**config.mk**
```make
export PLATFORM = sky130hd
export DESIGN_NAME = external_memory_bus_port
export DESIGN_NICKNAME = d
export VERILOG_FILES = /design/src/hdl/ext_mem_pkg.sv /design/src/hdl/ext_mem_req_if.sv /design/src/hdl/ext_mem_req_stage.sv /design/src/hdl/external_memory_bus_port.sv
export SDC_FILE = /design/constraint.sdc
export NUM_CORES = 1
export LEC_CHECK = 0
export BUFFER_PORTS_ARGS = -buffer_cell sky130_fd_sc_hd__buf_2
export CAP_MARGIN = 20
export CORE_ASPECT_RATIO = 0.9
export CORE_MARGIN = 2
export CORE_UTILIZATION = 53
export CTS_CLUSTER_DIAMETER = 150
export CTS_CLUSTER_SIZE = 10
export DETAILED_ROUTE_END_ITERATION = 8
export PLACE_DENSITY = 0.82
export SYNTH_ARGS = -nofsm -noshare
export SYNTH_HDL_FRONTEND = slang
export SYNTH_SLANG_ARGS = --single-unit
export TNS_END_PERCENT = 1
```
**constraint.sdc**
```tcl
create_clock -name i_ref_clk -period 3.3 [get_ports i_ref_clk]
set_clock_uncertainty 0.2 [all_clocks]
set_input_delay 0.495 -clock i_ref_clk [delete_from_list [all_inputs] [get_ports i_ref_clk]]
set_output_delay 0.495 -clock i_ref_clk [all_outputs]
set_load 0.1 [all_outputs]
```
**src/hdl/ext_mem_pkg.sv**
```systemverilog
`default_nettype none
package ext_mem_pkg;
   localparam int unsigned DATA_W = 16;
   localparam int unsigned ADDR_W = 16;
   // Strobe low time and idle setup/hold around it, in core cycles
   localparam int unsigned SETUP_CYC = 1;
   localparam int unsigned STROBE_CYC = 2;
   localparam int unsigned HOLD_CYC = 1;
   localparam int unsigned CNT_W = 4;
   localparam logic [15:0] ADDR_RST = 16'h0000;
   localparam logic [15:0] DATA_RST = 16'h0000;
   typedef enum logic [1:0] {SP_PROGRAM, SP_DATA} space_e;
endpackage
`default_nettype wire

```
**src/hdl/ext_mem_req_if.sv**
```systemverilog
`default_nettype none
interface ext_mem_req_if;
   import ext_mem_pkg::*;
   logic valid;
   logic ready;
   logic write;
   logic data_space;
   logic [ADDR_W-1:0] addr;
   logic [DATA_W-1:0] wdata;
   modport src (output valid, write, data_space, addr, wdata, input ready);
   modport snk (input valid, write, data_space, addr, wdata, output ready);
endinterface
`default_nettype wire

```
**src/hdl/ext_mem_req_stage.sv**
```systemverilog
`default_nettype none
// Holds one request until the bus sequencer takes it
module ext_mem_req_stage
   import ext_mem_pkg::*;
(
   input wire logic i_ref_clk,              // Core clock
   input wire logic i_reset,                // Sync reset, high
   input wire logic i_valid,                // Request offered
   output logic o_ready,                    // Stage can take it
   input wire logic i_write,                // 1 write, 0 read
   input wire logic i_data_space,           // 1 data, 0 program
   input wire logic [ADDR_W-1:0] i_addr,    // Word address
   input wire logic [DATA_W-1:0] i_wdata,   // Write word
   ext_mem_req_if.src req                   // To sequencer
);
   typedef struct packed {
      logic full;
      logic write;
      logic data_space;
      logic [ADDR_W-1:0] addr;
      logic [DATA_W-1:0] wdata;
   } stage_s;
   stage_s st_ff, nxt_st;

   assign o_ready = !st_ff.full;
   assign req.valid = st_ff.full;
   assign req.write = st_ff.write;
   assign req.data_space = st_ff.data_space;
   assign req.addr = st_ff.addr;
   assign req.wdata = st_ff.wdata;

   always_comb begin
      nxt_st = st_ff;
      if (st_ff.full && req.ready) begin
         nxt_st.full = 1'b0;
      end
      if (!st_ff.full && i_valid) begin
         nxt_st.full = 1'b1;
         nxt_st.write = i_write;
         nxt_st.data_space = i_data_space;
         nxt_st.addr = i_addr;
         nxt_st.wdata = i_wdata;
      end
   end

   always_ff @(posedge i_ref_clk) begin
      if (i_reset) begin
         st_ff <= '0;
      end else begin
         st_ff <= nxt_st;
      end
   end
endmodule
`default_nettype wire

```
**src/hdl/external_memory_bus_port.sv**
```systemverilog
`default_nettype none
// Contract
// - Every external access carries its word on the 16-bit two-way bus.
// - Bus drivers are off whenever no external access runs.
// - Program select low for a program-space access, high otherwise.
// - Data select low for a data-space access, high otherwise.
// - Read strobe low during reads; drivers stay off meanwhile.
// - Read word is captured as the read strobe rises.
// - Address and select stay stable while read strobe is low.
// - Write strobe low during writes with drivers on and word shown.
// - Address and select stay stable while write strobe is low.
// - Write strobe only in writes, never with the read strobe.
// - A 16-bit word address is presented for every access.
module external_memory_bus_port
   import ext_mem_pkg::*;
(
   input wire logic i_ref_clk,                 // Core clock, 125 MHz
   input wire logic i_reset,                   // Sync reset, high
   input wire logic i_req_valid,               // Access request
   output logic o_req_ready,                   // Request accepted
   input wire logic i_req_write,               // 1 write, 0 read
   input wire logic i_req_data_space,          // 1 data, 0 program
   input wire logic [ADDR_W-1:0] i_req_addr,   // Word address
   input wire logic [DATA_W-1:0] i_req_wdata,  // Write word
   output logic o_rd_valid,                    // Read word ready pulse
   output logic [DATA_W-1:0] o_rd_data,        // Captured read word
   output logic o_busy,                        // Access in progress
   output logic [ADDR_W-1:0] o_ext_word_addr,  // Address pins
   output logic o_program_space_select_n,      // Program select, low
   output logic o_data_space_select_n,         // Data select, low
   output logic o_read_strobe_n,               // Read strobe, low
   output logic o_write_strobe_n,              // Write strobe, low
   input wire logic [DATA_W-1:0] i_ext_bus_word, // Data pins in
   output logic [DATA_W-1:0] o_ext_bus_word,   // Data pins out
   output logic o_ext_bus_word_oe              // Data pins drive enable
);
   typedef enum logic [1:0] {ST_IDLE, ST_SETUP, ST_STROBE, ST_HOLD} phase_e;
   // Levels of the selects, strobes and drive enable; registered as one group
   typedef struct packed {
      logic ps_n;
      logic ds_n;
      logic rd_n;
      logic wr_n;
      logic oe;
   } pins_s;
   typedef struct packed {
      phase_e phase;
      logic [CNT_W-1:0] cnt;
      logic write;
      logic data_space;
      logic [ADDR_W-1:0] addr;
      logic [DATA_W-1:0] wdata;
      pins_s pins;
      logic [DATA_W-1:0] bus_meta;
      logic [DATA_W-1:0] bus_sync;
      logic [1:0] cap;
      logic rd_valid;
      logic [DATA_W-1:0] rd_data;
   } port_s;
   port_s st_ff, nxt_st;
   ext_mem_req_if req_bus ();

   function automatic logic [CNT_W-1:0] cycles(input int unsigned n);
      cycles = CNT_W'(n - 1);
   endfunction

   function automatic logic last_cycle(input logic [CNT_W-1:0] c);
      last_cycle = c == '0;
   endfunction

   function automatic logic [CNT_W-1:0] count_down(
      input logic [CNT_W-1:0] c
   );
      count_down = c - 1'b1;
   endfunction

   // One decode for every strobe and select, used at reset and in run
   function automatic pins_s pins_for(
      input phase_e ph,
      input logic write,
      input logic data_space
   );
      pins_s p;
      p.ps_n = 1'b1;
      p.ds_n = 1'b1;
      p.rd_n = 1'b1;
      p.wr_n = 1'b1;
      p.oe = 1'b0;
      unique case (ph)
         ST_IDLE: begin
            p.oe = 1'b0;
         end
         ST_SETUP, ST_HOLD: begin
            p.ps_n = data_space;
            p.ds_n = !data_space;
            // Drivers cover setup and hold of a write too, so the word is
            // stable on both sides of the rising write strobe
            p.oe = write;
         end
         ST_STROBE: begin
            p.ps_n = data_space;
            p.ds_n = !data_space;
            p.rd_n = write;
            p.wr_n = !write;
            p.oe = write;
         end
      endcase
      pins_for = p;
   endfunction

   // The stage lets the next request wait while one access runs
   // Phase lengths are fixed; the memory gets no wait-state programming
   ext_mem_req_stage u_stage (
      .i_ref_clk(i_ref_clk),
      .i_reset(i_reset),
      .i_valid(i_req_valid),
      .o_ready(o_req_ready),
      .i_write(i_req_write),
      .i_data_space(i_req_data_space),
      .i_addr(i_req_addr),
      .i_wdata(i_req_wdata),
      .req(req_bus.src)
   );

   logic active;
   assign active = st_ff.phase != ST_IDLE;
   assign req_bus.ready = st_ff.phase == ST_IDLE;
   assign o_busy = active;

   // Address, selects and strobes all leave flip-flops: a decode of the
   // phase could glitch a strobe and write a stray word into the memory
   assign o_ext_word_addr = st_ff.addr;
   assign o_program_space_select_n = st_ff.pins.ps_n;
   assign o_data_space_select_n = st_ff.pins.ds_n;
   assign o_read_strobe_n = st_ff.pins.rd_n;
   assign o_write_strobe_n = st_ff.pins.wr_n;
   assign o_ext_bus_word_oe = st_ff.pins.oe;
   assign o_ext_bus_word = st_ff.wdata;
   assign o_rd_valid = st_ff.rd_valid;
   assign o_rd_data = st_ff.rd_data;

   always_comb begin
      nxt_st = st_ff;
      nxt_st.rd_valid = 1'b0;
      // Data pins come from outside the clock domain: two stages, and
      // only the second stage is read. Costs two cycles of read latency.
      nxt_st.bus_meta = i_ext_bus_word;
      nxt_st.bus_sync = st_ff.bus_meta;
      nxt_st.cap = {st_ff.cap[0], 1'b0};
      unique case (st_ff.phase)
         ST_IDLE: begin
            if (req_bus.valid) begin
               nxt_st.phase = ST_SETUP;
               nxt_st.cnt = cycles(SETUP_CYC);
               nxt_st.write = req_bus.write;
               nxt_st.data_space = req_bus.data_space;
               nxt_st.addr = req_bus.addr;
               nxt_st.wdata = req_bus.wdata;
            end
         end
         ST_SETUP: begin
            if (last_cycle(st_ff.cnt)) begin
               nxt_st.phase = ST_STROBE;
               nxt_st.cnt = cycles(STROBE_CYC);
            end else begin
               nxt_st.cnt = count_down(st_ff.cnt);
            end
         end
         ST_STROBE: begin
            if (last_cycle(st_ff.cnt)) begin
               nxt_st.phase = ST_HOLD;
               nxt_st.cnt = cycles(HOLD_CYC);
               // Last strobe-low cycle: the word on the pins now is the
               // one the memory shows as the strobe goes high
               if (!st_ff.write) begin
                  nxt_st.cap[0] = 1'b1;
               end
            end else begin
               nxt_st.cnt = count_down(st_ff.cnt);
            end
         end
         ST_HOLD: begin
            if (last_cycle(st_ff.cnt)) begin
               nxt_st.phase = ST_IDLE;
            end else begin
               nxt_st.cnt = count_down(st_ff.cnt);
            end
         end
      endcase
      // Two edges later the synchronised copy of that word is in place
      if (st_ff.cap[1]) begin
         nxt_st.rd_data = st_ff.bus_sync;
         nxt_st.rd_valid = 1'b1;
      end
      nxt_st.pins = pins_for(nxt_st.phase, nxt_st.write, nxt_st.data_space);
   end

   always_ff @(posedge i_ref_clk) begin
      if (i_reset) begin
         st_ff <= '{
            phase: ST_IDLE,
            cnt: '0,
            write: 1'b0,
            data_space: 1'b0,
            addr: ADDR_RST,
            wdata: DATA_RST,
            pins: pins_for(ST_IDLE, 1'b0, 1'b0),
            bus_meta: DATA_RST,
            bus_sync: DATA_RST,
            cap: 2'b00,
            rd_valid: 1'b0,
            rd_data: DATA_RST
         };
      end else begin
         st_ff <= nxt_st;
      end
   end
endmodule
`default_nettype wire
```
==> impl.org <==
** CTS
- CTS saw approximately 130 sinks.
- CTS tree :: done
- Clock buffers created by TritonCTS :: 17
- H-tree level count :: 4
- Root cell of the clock tree :: sky130_fd_sc_hd__clkbuf_8
- Post-CTS Setup Repair Bufs :: 0
- Clk pin slew, worst setup/hold paths :: 0.06 ns
- Clock insertion delay at the later pin of the skew report :: 0.51 ns
- Clock Path Buffers :: 2

** Final layout
- Final-stage net count :: approximately 650
- FILL cells :: between 600 and 700
- The multi-input combinational cells in the finished layout cover a total of 0.001623 mm^2.
- Most frequent cells in the layout :: sky130_fd_sc_hd__nand2_1 (132), sky130_fd_sc_hd__dfxtp_1 (131), sky130_fd_sc_hd__buf_2 (107)
- Layout cells sized above 1 :: 0.2463
- Storage cell area :: around 0.0026 mm^2
- Commonest non-fill, non-tap cell in the layout :: sky130_fd_sc_hd__nand2_1
- Measured on the finished design, the core utilization comes to 0.6616.
- Number of cells in the finished layout apart from fillers :: 729
- Synth-to-Final Area Change :: 20.01%

** Worst setup path
- Crit path required time :: 2.60 ns
- The worst setup path is captured at a primary output.
- Worst Path Class, Setup :: reg2out
- Critical Path AT :: 1.89 ns
- Critical path peak fanout :: 15
- Critical Path Source Type :: register
- Measured in cells, the most critical reg-to-reg path has a length of 4.

** STA
- Worst setup slack after layout :: between 0.7 and 0.8 ns
- The clock period could shrink to about 2.6 ns.
- Unrepaired setup endpoints after global routing :: no
- The total count of hold-check failures in the final report was 0.
- Headroom to the max-slew limit came out at 0.3254.
- Transition time at the pin with the least slew margin :: 1.010 ns
- The number of max-slew violations in the final report came to 0.
- Static timing analysis puts the maximum clock frequency at 386.7 MHz.
- Number of setup violations in the final report :: 0
- Dividing the final minimum period by the clock period gives 0.7836.
- Summed over all failing endpoints, the final setup total negative slack is 0 ns.

** Global route
- Summed over all layers, the global routing overflow is 0.
- The number of global-route vias before repair was 3392.
- Maximum number of pins on one net before global-route repair :: 95
- Total routing resource utilization after global routing :: 0.1990
- Number of antenna violations at the first check in global routing :: 2
- Wire length of the first global-routing pass :: 15.55 mm

** Outcome
- The run finished with clean final reports.

** Drt
- The final layout contains routed wiring with a total length of 9.515 mm.
- Iteration-0 DRC count of the detailed router :: ~240
- Detailed-route DRC error count :: 0
- Once detail routing completed, the nets flagged for antenna violations numbered 0.
- Via count :: 3550
- Dividing the detail-routed via count by the number of cells gives about 4.9.
- Before antenna repair, the detailed router went through 4 iterations.
- After detailed routing, the average wire length per cell comes to 13.05 um.

** Synthesis
- Synthesis-stage register bit count :: 131
- After synthesis, the netlist uses 36 different library cells.
- Yosys Warn Count :: 0
- The number of nets handed over by synthesis was 587.
- Of the synthesized area, sequential elements account for 0.5475.
- Synthesized instance count :: 532
- Mapped Avg Cell Area :: 9.003 um^2
- The synthesized netlist occupies a cell area of 0.004790 mm^2.

** Floorplanning
- Floorplan row count :: 32
- Vertical die dimension :: 94.19 um
- The initial utilization of the core area, before any placement, comes to 0.5513.
- The floorplan step defined a core boundary enclosing 0.008688 mm^2.
- Io pins :: 109
- Die area :: 0.009815 mm^2
- The floorplan step set the die width to 104.2 um.

** Run
- The tool flagged a number of max-cap violations equal to 0.

** Power and ir drop
- In this run the static leakage power is approximately 2.4 nW.
- Power after layout :: 4.693 mW
- Across the VDD grid, the largest voltage drop is a little over 0.4 mV.
- In this run the power density over the cells is 816.4 mW/mm^2.

** Hold path
- Hold depth :: 3
- Classification of the worst-slack hold path :: in2reg

** Placed design
- The count of buffers added on input and output ports is approximately 110.
- Before CTS, the worst setup slack after placement is 1.108 ns.
- Post-placement cell count :: 682
- Routability congestion estimate :: roughly 0.76
- Detailed Place HPWL :: 5.966 mm
==> logic make-up after synthesis <==
| group | Yosys count | share of synthesized area |
|---|---|---|
| AO/OA/AOI/OAI | 78 | 0.08803 |
| AND/OR/NAND/NOR | 210 | 0.1970 |
| XOR/XNOR | 2 | 0.003658 |
| adder cells (fa/ha/maj) | 2 | 0.005224 |
| buffers and inverters | 90 | 0.1155 |
| multiplexers | 19 | 0.04310 |
| flip-flops | 131 | 0.5475 |
==> critical path: stages, from the launching register on <==
cell	delay (ns)
sky130_fd_sc_hd__dfxtp_1	0.69
sky130_fd_sc_hd__nor2_1	0.15
sky130_fd_sc_hd__inv_1	0.10
sky130_fd_sc_hd__buf_2	0.43
==> metal layers <==
metal,global-route usage,vias up,routed length (um)
li1,-,1793,-
met1,0.2344,1612,4103
met2,0.3317,118,4557
met3,0.06033,25,614
met4,0.1014,2,226
met5,0,-,13
==> Yosys cell counts (all sizes together) <==
| library cell | number | area share |
|---|---|---|
| nand2 | 132 | 0.10 |
| dfxtp | 131 | 0.55 |
| a21oi | 68 | 0.071 |
| buf | 63 | 0.094 |
| nor2b | 36 | 0.047 |
| nor2 | 21 | 0.016 |
| clkbuf | 19 | 0.015 |
| mux2i | 19 | 0.043 |
| inv | 8 | 0.0063 |
| nor3 | 5 | 0.0052 |
| nand3 | 3 | 0.0031 |
| nor4 | 3 | 0.0039 |
| or3b | 3 | 0.0055 |
| a211oi | 2 | 0.0031 |
| a21o | 2 | 0.0031 |
| ha | 2 | 0.0052 |
| nand2b | 2 | 0.0026 |
| nor3b | 2 | 0.0042 |
| a32oi | 1 | 0.0018 |
| and4bb | 1 | 0.0026 |
| o2111a | 1 | 0.0024 |
| o21ai | 1 | 0.0010 |
| o2bb2ai | 1 | 0.0018 |
| o31ai | 1 | 0.0016 |
| o32a | 1 | 0.0021 |
| or3 | 1 | 0.0013 |
| or4 | 1 | 0.0016 |
| xnor2 | 1 | 0.0018 |
| xor2 | 1 | 0.0018 |
==> sequential cells by signal (all words and copies together) (netlist names) <==
name and count:
u_stage.req.write 1, o_ext_bus_word_oe 1, o_ext_word_addr 16, o_rd_valid 1
st_ff 25, o_write_strobe_n 1, o_data_space_select_n 1, nxt_st 17
o_program_space_select_n 1, u_stage.req.data_space 1, u_stage.req.valid 1, o_rd_data 16
u_stage.req.addr 16, o_ext_bus_word 16, o_read_strobe_n 1, u_stage.req.wdata 16
==> cell type report <==
class	count	area share
multi-input combinational	311	0.2823
clock inverter	15	0.03243
clock buffer	17	0.07205
timing repair buffer	127	0.1254
inverter	8	0.005224
antenna	1	0.0004354
tap	119	0.02590
sequential	131	0.4562
==> power by group <==
part	switching [mW]	internal (mW)
Clock	0.764	1.11
Sequential	0.116	1.71
Combinational	0.716	0.278
Total	1.60	3.10
==> timing repair <==
action,CTS,global route
hold endpoints to repair,14,0
gates resized for setup,0,0
hold buffers,14,0
==> worst paths after layout <==
path	startpoint	end	slack, ns
max	st_ff[95]$_SDFF_PP0_	o_busy	0.71
min	i_req_addr[4]	u_stage.req.addr[4]$_SDFFE_PP0P_	0.02
max reg2reg	st_ff[95]$_SDFF_PP0_	st_ff[92]$_SDFFE_PP0P_	1.08
min reg2reg	nxt_st[32]$_SDFF_PP0_	st_ff[32]$_SDFF_PP0_	0.24
==> per-stage QoR <==
stage          hold slack (ns)  area, um^2
2_1_floorplan           0.2138        4790
3_3_place_gp            0.2159        5005
3_5_place_dp            0.2204        5005
4_1_cts            0.000007327        5746
5_1_grt                0.01676        5748
6_report               0.01978        5748
(Power assumes the default switching activity.)
